==> src/inc/epg_pkg.sv <==
/*
 * Constants, types and register map of the E1 pattern generator/checker.
 * Assumes a 32-bit APB slave at a 100 MHz system clock.
 */
`default_nettype none
package epg_pkg;
    // Register byte offsets
    localparam logic [7:0] OFF_MODE     = 8'h00;
    localparam logic [7:0] OFF_TX_CTRL  = 8'h04;
    localparam logic [7:0] OFF_RX_CTRL  = 8'h08;
    localparam logic [7:0] OFF_STATUS   = 8'h0c;
    localparam logic [7:0] OFF_ERR_CNT  = 8'h10;
    localparam logic [7:0] OFF_INT_STAT = 8'h14;
    localparam logic [7:0] OFF_INT_CLR  = 8'h18;
    localparam logic [7:0] OFF_INT_EN   = 8'h1c;
    localparam logic [7:0] OFF_OUT_SEL  = 8'h20;

    // Pattern and framing figures
    localparam int LFSR_LEN  = 15;
    localparam int TAP_A     = 14;
    localparam int TAP_B     = 15;
    localparam int SLOT_W    = 5;
    localparam int BIT_IDX_W = 8;
    localparam int WIN_LEN   = 64;
    localparam int WIN_CNT_W = 7;
    localparam logic [6:0] LOSS_ERRS = 7'h06;
    localparam int SYNC_RUN  = 32;
    localparam int ERR_CNT_W = 16;

    // Interrupt bit positions
    localparam int INT_W         = 3;
    localparam int INT_SYNC_GAIN = 0;
    localparam int INT_SYNC_LOSS = 1;
    localparam int INT_BIT_ERR   = 2;

    // Reset values
    localparam logic [3:0]        MODE_RST = 4'h0;
    localparam logic [SLOT_W-1:0] SEL_RST  = 5'h00;
    localparam logic [1:0]        OUT_RST  = 2'h0;

    typedef enum logic [1:0] {
        PM_NORMAL   = 2'b00,
        PM_ONE_SLOT = 2'b01,
        PM_NO_ALIGN = 2'b10,
        PM_ALL      = 2'b11
    } epg_pmode_t;

    typedef struct packed {
        epg_pmode_t tx_mode;
        epg_pmode_t rx_mode;
    } epg_mode_t;

    typedef enum logic {CK_HUNT, CK_SYNC} epg_ck_state_t;
endpackage
`default_nettype wire

==> src/rtl/epg_prbs_top.sv <==
/*
 * E1 pseudo-random pattern generator and checker with APB registers.
 * Assumes line clocks, frame syncs and line data arrive from outside the
 * system clock domain and are far slower than it (2.048 MHz vs 100 MHz).
 */
// Overview of operation
// - Generate and check the 2^15-1 maximal length pattern.
// - Unframed mode fills all 256 bits of every frame.
// - Transmit mode: normal, one slot, slots 1-31, all slots.
// - Receive mode: off, one slot, slots 1-31, all slots unframed.
// - Transmit one-slot mode takes its slot from the transmit slot select.
// - Receive one-slot mode takes its slot from the receive slot select.
// - Sync flag set while checker is locked, cleared on loss.
// - Six or more errors within 64 checked bits drop sync.
// - Non-normal receive mode makes the 16-bit counter count pattern errors.
// - Assigned user output pulses once per bit error while synced.
`timescale 1ns/10ps
`default_nettype none
module epg_prbs_top import epg_pkg::*; #(
    parameter int   SYNC_RUN_P = SYNC_RUN,
    parameter logic INVERT     = 1'b1
) (
    // System
    input  wire logic        clock,
    input  wire logic        rst,
    // APB slave
    input  wire logic        psel,
    input  wire logic        penable,
    input  wire logic        pwrite,
    input  wire logic [7:0]  paddr,
    input  wire logic [31:0] pwdata,
    output logic      [31:0] prdata,
    output logic             pready,
    output logic             pslverr,
    // Transmit line
    input  wire logic        tx_line_clk,
    input  wire logic        tx_frame_sync,
    input  wire logic        tx_traffic,
    output logic             tx_line_data,
    // Receive line
    input  wire logic        rx_line_clk,
    input  wire logic        rx_frame_sync,
    input  wire logic        rx_line_data,
    // Framer E-bit error event, system clock domain
    input  wire logic        ebit_error,
    // Status outputs
    output logic             pattern_sync_flag,
    output logic             user_output_a,
    output logic             user_output_b,
    output logic             irq
);
    // Control and status state
    epg_mode_t              mode_ctrl;
    logic [SLOT_W-1:0]      tx_slot_select;
    logic [SLOT_W-1:0]      rx_slot_select;
    logic [1:0]             out_sel;
    logic [INT_W-1:0]       int_stat;
    logic [INT_W-1:0]       int_en;
    logic [ERR_CNT_W-1:0]   err_cnt;

    // Pin synchronisers
    logic [5:0]             pin_meta;
    logic [5:0]             pin_sync;
    logic                   tx_clk_d;
    logic                   rx_clk_d;
    logic                   tx_rise;
    logic                   rx_rise;

    // Transmit side
    logic [BIT_IDX_W-1:0]   tx_idx;
    logic [BIT_IDX_W-1:0]   next_tx_idx;
    logic [LFSR_LEN-1:0]    tx_lfsr;
    logic                   tx_fb;
    logic                   tx_in_slot;

    // Receive side
    logic [BIT_IDX_W-1:0]   rx_idx;
    logic [BIT_IDX_W-1:0]   next_rx_idx;
    logic [LFSR_LEN-1:0]    rx_shift;
    logic                   rx_bit;
    logic                   rx_in_slot;
    logic                   rx_err;
    epg_ck_state_t          ck_state;
    epg_pmode_t             rx_mode_d;
    logic [7:0]             run_cnt;
    logic [WIN_LEN-1:0]     win_hist;
    logic [WIN_CNT_W-1:0]   win_cnt;
    logic [WIN_CNT_W-1:0]   next_win_cnt;
    logic                   err_evt;
    logic                   gain_evt;
    logic                   loss_evt;
    logic                   err_pulse;
    logic                   err_inc;

    // Bus decode
    logic                   wr_en;
    logic                   setup;
    logic [31:0]            rd_mux;
    logic                   rd_err;
    logic [INT_W-1:0]       int_clr;
    logic                   cnt_clr;
    logic [INT_W-1:0]       int_evt;

    // Two-stage synchronisers for every outside pin
    always_ff @(posedge clock) begin
        if (rst) begin
            pin_meta <= 6'h00;
            pin_sync <= 6'h00;
        end else begin
            pin_meta <= {tx_line_clk, tx_frame_sync, tx_traffic,
                         rx_line_clk, rx_frame_sync, rx_line_data};
            pin_sync <= pin_meta;
        end
    end

    always_ff @(posedge clock) begin
        if (rst) begin
            tx_clk_d <= 1'b0;
            rx_clk_d <= 1'b0;
        end else begin
            tx_clk_d <= pin_sync[5];
            rx_clk_d <= pin_sync[2];
        end
    end

    assign tx_rise = pin_sync[5] & ~tx_clk_d;
    assign rx_rise = pin_sync[2] & ~rx_clk_d;

    // Bit position within the 256-bit frame
    assign next_tx_idx = pin_sync[4] ? '0 : tx_idx + 8'h01;
    assign next_rx_idx = pin_sync[1] ? '0 : rx_idx + 8'h01;

    // Which bits carry the pattern
    always_comb begin
        unique case (mode_ctrl.tx_mode)
            PM_NORMAL:   tx_in_slot = 1'b0;
            PM_ONE_SLOT: tx_in_slot =
                next_tx_idx[7:3] == tx_slot_select;
            PM_NO_ALIGN: tx_in_slot = next_tx_idx[7:3] != 5'h00;
            PM_ALL:      tx_in_slot = 1'b1;
        endcase
    end

    always_comb begin
        unique case (mode_ctrl.rx_mode)
            PM_NORMAL:   rx_in_slot = 1'b0;
            PM_ONE_SLOT: rx_in_slot =
                next_rx_idx[7:3] == rx_slot_select;
            PM_NO_ALIGN: rx_in_slot = next_rx_idx[7:3] != 5'h00;
            PM_ALL:      rx_in_slot = 1'b1;
        endcase
    end

    // Generator
    assign tx_fb = tx_lfsr[TAP_A-1] ^ tx_lfsr[TAP_B-1];

    always_ff @(posedge clock) begin
        if (rst) begin
            tx_idx       <= '0;
            tx_lfsr      <= '1;
            tx_line_data <= 1'b0;
        end else if (tx_rise) begin
            tx_idx <= next_tx_idx;
            if (tx_in_slot) begin
                tx_lfsr      <= {tx_lfsr[LFSR_LEN-2:0], tx_fb};
                tx_line_data <= tx_fb ^ INVERT;
            end else begin
                tx_line_data <= pin_sync[3];
            end
        end
    end

    // Self-synchronising checker
    assign rx_bit = pin_sync[0] ^ INVERT;
    assign rx_err = rx_bit != (rx_shift[TAP_A-1] ^ rx_shift[TAP_B-1]);
    assign next_win_cnt = win_cnt + {6'h00, rx_err}
                        - {6'h00, win_hist[WIN_LEN-1]};

    always_ff @(posedge clock) begin
        if (rst) begin
            rx_idx <= '0;
        end else if (rx_rise) begin
            rx_idx <= next_rx_idx;
        end
    end

    always_ff @(posedge clock) begin
        if (rst) begin
            ck_state  <= CK_HUNT;
            rx_mode_d <= PM_NORMAL;
            rx_shift  <= '0;
            run_cnt   <= 8'h00;
            win_hist  <= '0;
            win_cnt   <= '0;
            err_evt   <= 1'b0;
            gain_evt  <= 1'b0;
            loss_evt  <= 1'b0;
        end else begin
            rx_mode_d <= mode_ctrl.rx_mode;
            err_evt   <= 1'b0;
            gain_evt  <= 1'b0;
            loss_evt  <= 1'b0;
            if (mode_ctrl.rx_mode != rx_mode_d
                    || mode_ctrl.rx_mode == PM_NORMAL) begin
                loss_evt <= ck_state == CK_SYNC;
                ck_state <= CK_HUNT;
                run_cnt  <= 8'h00;
                win_hist <= '0;
                win_cnt  <= '0;
            end else if (rx_rise && rx_in_slot) begin
                rx_shift <= {rx_shift[LFSR_LEN-2:0], rx_bit};
                unique case (ck_state)
                    CK_HUNT: begin
                        if (rx_err || rx_shift == '0) begin
                            run_cnt <= 8'h00;
                        end else if (run_cnt == 8'(SYNC_RUN_P - 1)) begin
                            ck_state <= CK_SYNC;
                            gain_evt <= 1'b1;
                            run_cnt  <= 8'h00;
                            win_hist <= '0;
                            win_cnt  <= '0;
                        end else begin
                            run_cnt <= run_cnt + 8'h01;
                        end
                    end
                    CK_SYNC: begin
                        err_evt  <= rx_err;
                        win_hist <= {win_hist[WIN_LEN-2:0], rx_err};
                        win_cnt  <= next_win_cnt;
                        if (next_win_cnt >= LOSS_ERRS) begin
                            ck_state <= CK_HUNT;
                            loss_evt <= 1'b1;
                        end
                    end
                endcase
            end
        end
    end

    assign pattern_sync_flag = ck_state == CK_SYNC;

    // One receive-clock-wide error pulse on the user outputs
    always_ff @(posedge clock) begin
        if (rst) begin
            err_pulse     <= 1'b0;
            user_output_a <= 1'b0;
            user_output_b <= 1'b0;
        end else begin
            if (rx_rise) begin
                err_pulse <= ck_state == CK_SYNC && rx_in_slot && rx_err
                             && mode_ctrl.rx_mode == rx_mode_d
                             && mode_ctrl.rx_mode != PM_NORMAL;
            end
            user_output_a <= err_pulse & out_sel[0];
            user_output_b <= err_pulse & out_sel[1];
        end
    end

    // APB access
    assign setup   = psel & ~penable;
    assign wr_en   = psel & penable & pwrite;
    assign pready  = 1'b1;
    assign cnt_clr = wr_en && paddr == OFF_ERR_CNT;
    assign int_clr = (wr_en && paddr == OFF_INT_CLR)
                   ? pwdata[INT_W-1:0] : '0;

    always_ff @(posedge clock) begin
        if (rst) begin
            mode_ctrl      <= MODE_RST;
            tx_slot_select <= SEL_RST;
            rx_slot_select <= SEL_RST;
            int_en         <= '0;
            out_sel        <= OUT_RST;
        end else if (wr_en) begin
            unique case (paddr)
                OFF_MODE:    mode_ctrl      <= pwdata[3:0];
                OFF_TX_CTRL: tx_slot_select <= pwdata[SLOT_W-1:0];
                OFF_RX_CTRL: rx_slot_select <= pwdata[SLOT_W-1:0];
                OFF_INT_EN:  int_en         <= pwdata[INT_W-1:0];
                OFF_OUT_SEL: out_sel        <= pwdata[1:0];
                default: ;
            endcase
        end
    end

    // Shared error counter, saturating; clear by write
    assign err_inc = (mode_ctrl.rx_mode != PM_NORMAL) ? err_evt
                                                      : ebit_error;

    always_ff @(posedge clock) begin
        if (rst) begin
            err_cnt <= '0;
        end else begin
            if (cnt_clr) begin
                err_cnt <= {15'h0000, err_inc};
            end else if (err_inc && err_cnt != 16'hffff) begin
                err_cnt <= err_cnt + 16'h0001;
            end
        end
    end

    // Sticky interrupt status; a new event wins over a clear
    assign int_evt = {err_evt, loss_evt, gain_evt};

    always_ff @(posedge clock) begin
        if (rst) begin
            int_stat <= '0;
            irq      <= 1'b0;
        end else begin
            int_stat <= (int_stat & ~int_clr) | int_evt;
            irq      <= |(((int_stat & ~int_clr) | int_evt) & int_en);
        end
    end

    always_comb begin
        rd_err = 1'b0;
        unique case (paddr)
            OFF_MODE:     rd_mux = {28'h0000000, mode_ctrl};
            OFF_TX_CTRL:  rd_mux = {27'h0000000, tx_slot_select};
            OFF_RX_CTRL:  rd_mux = {27'h0000000, rx_slot_select};
            OFF_STATUS:   rd_mux = {31'h00000000, pattern_sync_flag};
            OFF_ERR_CNT:  rd_mux = {16'h0000, err_cnt};
            OFF_INT_STAT: rd_mux = {29'h00000000, int_stat};
            OFF_INT_CLR:  rd_mux = 32'h00000000;
            OFF_INT_EN:   rd_mux = {29'h00000000, int_en};
            OFF_OUT_SEL:  rd_mux = {30'h00000000, out_sel};
            default: begin
                rd_mux = 32'h00000000;
                rd_err = 1'b1;
            end
        endcase
    end

    // Read data and error captured in the setup cycle
    always_ff @(posedge clock) begin
        if (rst) begin
            prdata  <= 32'h00000000;
            pslverr <= 1'b0;
        end else if (setup) begin
            prdata  <= pwrite ? 32'h00000000 : rd_mux;
            pslverr <= rd_err;
        end
    end
endmodule // epg_prbs_top
`default_nettype wire

==> config.mk <==
export PLATFORM = sky130hd
export DESIGN_NAME = epg_prbs_top
export DESIGN_NICKNAME = d
export VERILOG_FILES = /design/src/inc/epg_pkg.sv /design/src/rtl/epg_prbs_top.sv
export SDC_FILE = /design/constraint.sdc
export NUM_CORES = 1
export LEC_CHECK = 0
export BUFFER_PORTS_ARGS = -buffer_cell sky130_fd_sc_hd__buf_2
export CORE_UTILIZATION = 50
export CTS_BUF_LIST = sky130_fd_sc_hd__clkbuf_8
export CTS_CLUSTER_DIAMETER = 100
export DETAILED_ROUTE_END_ITERATION = 10
export PLACE_DENSITY = 0.7
export SLEW_MARGIN = 15
export SYNTH_ARGS = -nofsm -noshare
export SYNTH_HDL_FRONTEND = slang
export SYNTH_SLANG_ARGS = --single-unit
==> constraint.sdc <==
create_clock -name clock -period 5.1 [get_ports clock]
set_input_delay 1.275 -clock clock [delete_from_list [all_inputs] [get_ports clock]]
set_output_delay 1.275 -clock clock [all_outputs]
set_load 0.01 [all_outputs]
---- After elaboration in Yosys (flattened, before gate mapping) ----
Index checks and enable logic that the tools add are counted.
word-level totals
  output and inout port bits .............. 39
  word-level logic and storage cells ...... 144
  input bits .............................. 52
  register bits after elaboration ......... 221
cells by class
  equal/unequal tests ..................... 23
  add/subtract/negate cells ............... 6
  muxes and demuxes ....................... 28
  bitwise logic cells ..................... 21
  reduce and logical (&&, ||, !) cells .... 33
  order comparisons ....................... 1
operators with widths
  kind                   number
  $mux 64                2
  $pmux 16 s8            1
  $pmux 64 s2            1
  $eq 8x5->1 const B     5
  $mux 32                1
  $mux 8                 4
  $add 8x1->8 const B    3
  $add 16x1->16 const B  1
  $eq 8x4->1 const B     2
  $ne 16x16->1 const B   1
  $reduce_and 2->1       8
  $logic_not 15->1       1
  $mux 7                 2
  $pmux 7 s2             1
  $mux 1                 12
  $eq 5x5->1             2
  $reduce_bool 5->1      2
  $reduce_or 9->1        1
  $eq 2x2->1 const B     4
  $eq 8x3->1 const B     1
  $eq 8x6->1 const B     1
  $logic_and 1x1->1      8
  $logic_not 8->1        1
  $not 1->1              8
  23 further kinds       39

---- Longest topological paths before layout ----
  depth after elaboration ................. 9
  mapped depth ............................ 13
  depth with buffers taken out ............ 13

---- Worst setup path before layout ----
Ideal clock, no wire load.
  path kind ............................... input port to flip-flop
  from .................................... input port paddr[3]
  to ...................................... register prdata[10]
  setup time .............................. 0.065 ns
  slack ................................... 2.037 ns
  stages .................................. 7
  arrival ................................. 2.998 ns
  required time ........................... 5.035 ns
  buffers on the path ..................... 2
  cell sequence ........................... clkbuf_1 > nor4_1 > and2_1 > nor3b_1 > clkbuf_1 > a22oi_1 > nor2_1
between the ends
  word-level cells in the longest chain between the ends .. 3
  elaborated cells between the ends (all ways) .. 10
  classes of those cells .................. 7 x eq/ne; 2 x mux; 1 x reduce/logical
ends and longest elaborated chain
  item                                      line                 source
  start, declared                           epg_prbs_top.sv:30   input wire logic [7:0] paddr,
  $eq 8x6->1, or another cell as far along  epg_prbs_top.sv:317  unique case (paddr)
  $pmux 16 s8 (*)                           epg_prbs_top.sv:317
  $mux 32 (*)                               epg_prbs_top.sv:340  prdata <= pwrite ? 32'h00000000 : rd_mux;
  end signal, assigned                      epg_prbs_top.sv:340
  end, declared                             epg_prbs_top.sv:32   output logic [31:0] prdata,
Every way passes the cells marked *; elsewhere a longest branch is shown, timed or not.
A chain may end at the register's enable or synchronous reset.

---- Worst setup path in the final report ----
  from .................................... register rx_idx[0]
  to ...................................... register win_hist[52]
between the ends
  word-level cells in the longest chain between the ends .. 6
  elaborated cells between the ends (all ways) .. 7
  classes of those cells .................. 1 x add/sub; 1 x eq/ne; 2 x mux; 3 x reduce/logical
ends and longest elaborated chain
  item                                                    line                                      source
  start, declared                                         epg_prbs_top.sv:77                        logic [BIT_IDX_W-1:0] rx_idx;
  start signal, assigned                                  epg_prbs_top.sv:183                       rx_idx <= next_rx_idx;
  $add 8x1->8 (*)                                         epg_prbs_top.sv:131                       assign next_rx_idx = pin_sync[1] ? '0 : rx_idx + 8'h01;
  $mux 8 (*)                                              epg_prbs_top.sv:131
  $eq 5x5->1 / $reduce_bool 5->1 (equally long branches)  epg_prbs_top.sv:148, epg_prbs_top.sv:149
  $pmux 1 s4 (*)                                          epg_prbs_top.sv:145                       unique case (mode_ctrl.rx_mode)
  $logic_and 1x1->1 (*)                                   epg_prbs_top.sv:210                       end else if (rx_rise && rx_in_slot) begin
  $reduce_and 3->1 (no line) (*)                          --
  end signal, assigned                                    epg_prbs_top.sv:228                       win_hist <= {win_hist[WIN_LEN-2:0], rx_err};
  end, declared                                           epg_prbs_top.sv:86                        logic [WIN_LEN-1:0] win_hist;
Marks and branches as above.

==> impl_metrics.tcl <==
set metrics [dict create \
    status "finished, final reports clean" \
    grt_use_total_pct 19.3 \
    cts.path.max_buffers 3 \
    synth-seq-cells 205 \
    vias_per_cell 5.49 \
    wl_per_cell_um 13.4 \
    synth_cell_types 68 \
    cts_root_buf "clkbuf_8" \
    p_sw_uw 722 \
    grt_pass1_vias 6341 \
    drive_gt1_share_pct 11.4 \
    dr.pass1.iters 5 \
    initial_utilization_pct 51.4 \
    grt_max_degree 91 \
    critPathTopFamily "compound AO/OA/AOI/OAI gates" \
    worstPathMaxFanout 71 \
    drc 0 \
    avgSynthCellArea_um2 8.83 \
    async_flop_share_pct 0 \
    ctsHtreeMaxLevel 2 \
    post_cts_resized 0 \
    setup_violations 0 \
    finalNonFillerCells 1291 \
    slowest_stage "buf_4" \
    start_kind "flop" \
    p_int_uw 2510 \
    p_seq_share_pct 50.1 \
    grt.overflow.total 0 \
    antenna_found_initial 0 \
    synth.area.top_cells "dfxtp_1 (46%), mux2i_1 (5.8%), nand2_1 (5.6%)" \
    grt_pass1_wl_um 29400 \
    route.antenna.remaining_nets 0 \
    cp.required_ps 5460 \
    rsz0062_at_grt "false" \
    drv_slew 0 \
    fin_nets 1104 \
    clock_sinks 205 \
    dieHeight_um 136 \
    cap_violations 0 \
    layout_commonest_cell "dfxtp_1" \
    path_cells "ha_1 -> nand3_1 -> nor3_1 -> o21ai_0 -> a2111o_1 -> a211oi_4 -> a2bb2oi_4 -> buf_4 -> o22ai_1" \
    areaGrowthSynthToFinish_pct 10.5 \
    relSlewSlack_pct 33.2 \
    yosys_warnings 0 \
    syn-instance-count 1011 \
    skew_ps 36.4 \
    cpPeakStageDelay_ps 570 \
    fin_crit_sh_pct 65.4 \
    hold_slack_ps 432 \
    yosys.area.top_type "dfxtp_1" \
    syn_area_um2 8930 \
    total_power_uw 3230 \
    setup_tns_ps 0 \
    synthFlopType "dfxtp_1" \
    synth_edf_count 0 \
    period_needed_ps 3340 \
    drt-initial-drc-count 408 \
    dp.cells 1227 \
    crit_arrival_ps 3690 \
    leakagePower_uw 0.00381 \
    fmax_ghz 0.300 \
    ir_worst_vdd_v 0.000184 \
    place_congestion 0.849 \
    hold_class "reg2reg" \
    wl_um 17300 \
    cts_buffers 36 \
    path_clk_slew_ps 60 \
    clk_latency_ps 530 \
    cp_num_buf_inv 1 \
    synth.yosys.seq_area_share_pct 46.0 \
    tritoncts "yes" \
    vias 7094 \
    fp.dieW_um 136 \
    coreArea_um2 17400 \
    dieArea_um2 18400 \
    comb_power_share_pct 2.4 \
    tightest_slew_ps 992 \
    ioPinCount 91 \
    yosysTopAreaCellShare_pct 46.0 \
    endpoint_kind "flop" \
    hold_viol 0 \
    row_count 48 \
    hold_buffers 0 \
    pwr-share-clk_pct 47.5 \
    layout_common_cells "dfxtp_1 (205), nand2_1 (134), nor2_1 (108), o22ai_1 (71), mux2i_1 (52)" \
    portBuffers 46 \
    power.density_nw_per_um2 328 \
    dp_hpwl_um 11300 \
    post-cts-setup-buffers 0 \
    n_antenna_cell 0 \
    switching_share_pct 22.3 \
    critPathKind "reg2reg" \
]
## final cells by class
cell class / count / area, um2
clock buffers: 43 / 592
clock inverters: 21 / 159
fillers: 1579 / 7490
inverters: 19 / 71.3
multi-input cells: 726 / 4380
flip-flops and latches: 205 / 4100
well taps: 225 / 282
repair buffers: 52 / 278
## path summary, 6_finish.rpt
check / start / slack [ps] / endpoint / depth (start not counted)
max: rx_idx[0]$_SDFFE_PP0P_ / 1760 / win_hist[52]$_SDFFE_PP0P_ / 9
min: pin_meta[3]$_SDFF_PP0_ / 430 / pin_sync[3]$_SDFF_PP0_ / 1
max reg2reg: rx_idx[0]$_SDFFE_PP0P_ / 1760 / win_hist[52]$_SDFFE_PP0P_ / 9
min reg2reg: pin_meta[3]$_SDFF_PP0_ / 430 / pin_sync[3]$_SDFF_PP0_ / 1
## power groups by stage
stage | clock network [uW] | registers [uW] | logic, uW
after floorplan | 0 | 1650 | 64.0
after global placement | 0 | 1650 | 77.1
after detailed placement | 0 | 1650 | 77.7
after CTS | 1580 | 1620 | 78.1
after global routing | 1650 | 1620 | 87.2
final | 1540 | 1620 | 77.7
## metrics by stage
stage | util [%] | worst slack [ps] | area (um2)
floorplan | - | 2040 | 8980
global placement | 52.5 | 1650 | 9110
detailed placement | 52.5 | 1640 | 9110
CTS | 56.8 | 1810 | 9870
global route | 56.8 | 1460 | 9870
finish | 56.8 | 1760 | 9870
## synth_stat cells (19+ instances only)
cell and n:
dfxtp_1 205, nand3_1 29, clkbuf_1 43, nor2b_1 26, nand2_1 134, o21ai_0 27
nor2_1 108, o22ai_1 71, nand2b_1 22, mux2i_1 52, inv_1 19, a21oi_1 41
## sequential cells by signal, indices dropped and copies added (netlist names), 6 cells and up
name and cells:
win_hist 64, err_cnt 16, prdata 16, rx_shift 15
tx_lfsr 15, run_cnt 8, rx_idx 8, tx_idx 8
win_cnt 7, pin_meta 6, pin_sync 6
## kinds of logic after synthesis
kind of cell / Yosys count / synth area share (%)
AO/OA/AOI/OAI: 211 / 16.2
XOR/XNOR: 31 / 3.04
AND/OR/NAND/NOR: 400 / 21.1
other: 2 / 0.0841
flip-flops: 205 / 46.0
buffers and inverters: 95 / 5.68
adder cells (fa/ha/maj): 12 / 1.77
multiplexers: 55 / 6.21
## metal layers
| layer | routed length (um) | GRT usage (%) |
|---|---|---|
| met2 | 7730 | 30.1 |
| met1 | 8270 | 25.9 |
| met4 | 303 | 6.24 |
| met5 | 0 | 0 |
| met3 | 1010 | 4.71 |
(Power assumes the default switching activity.)
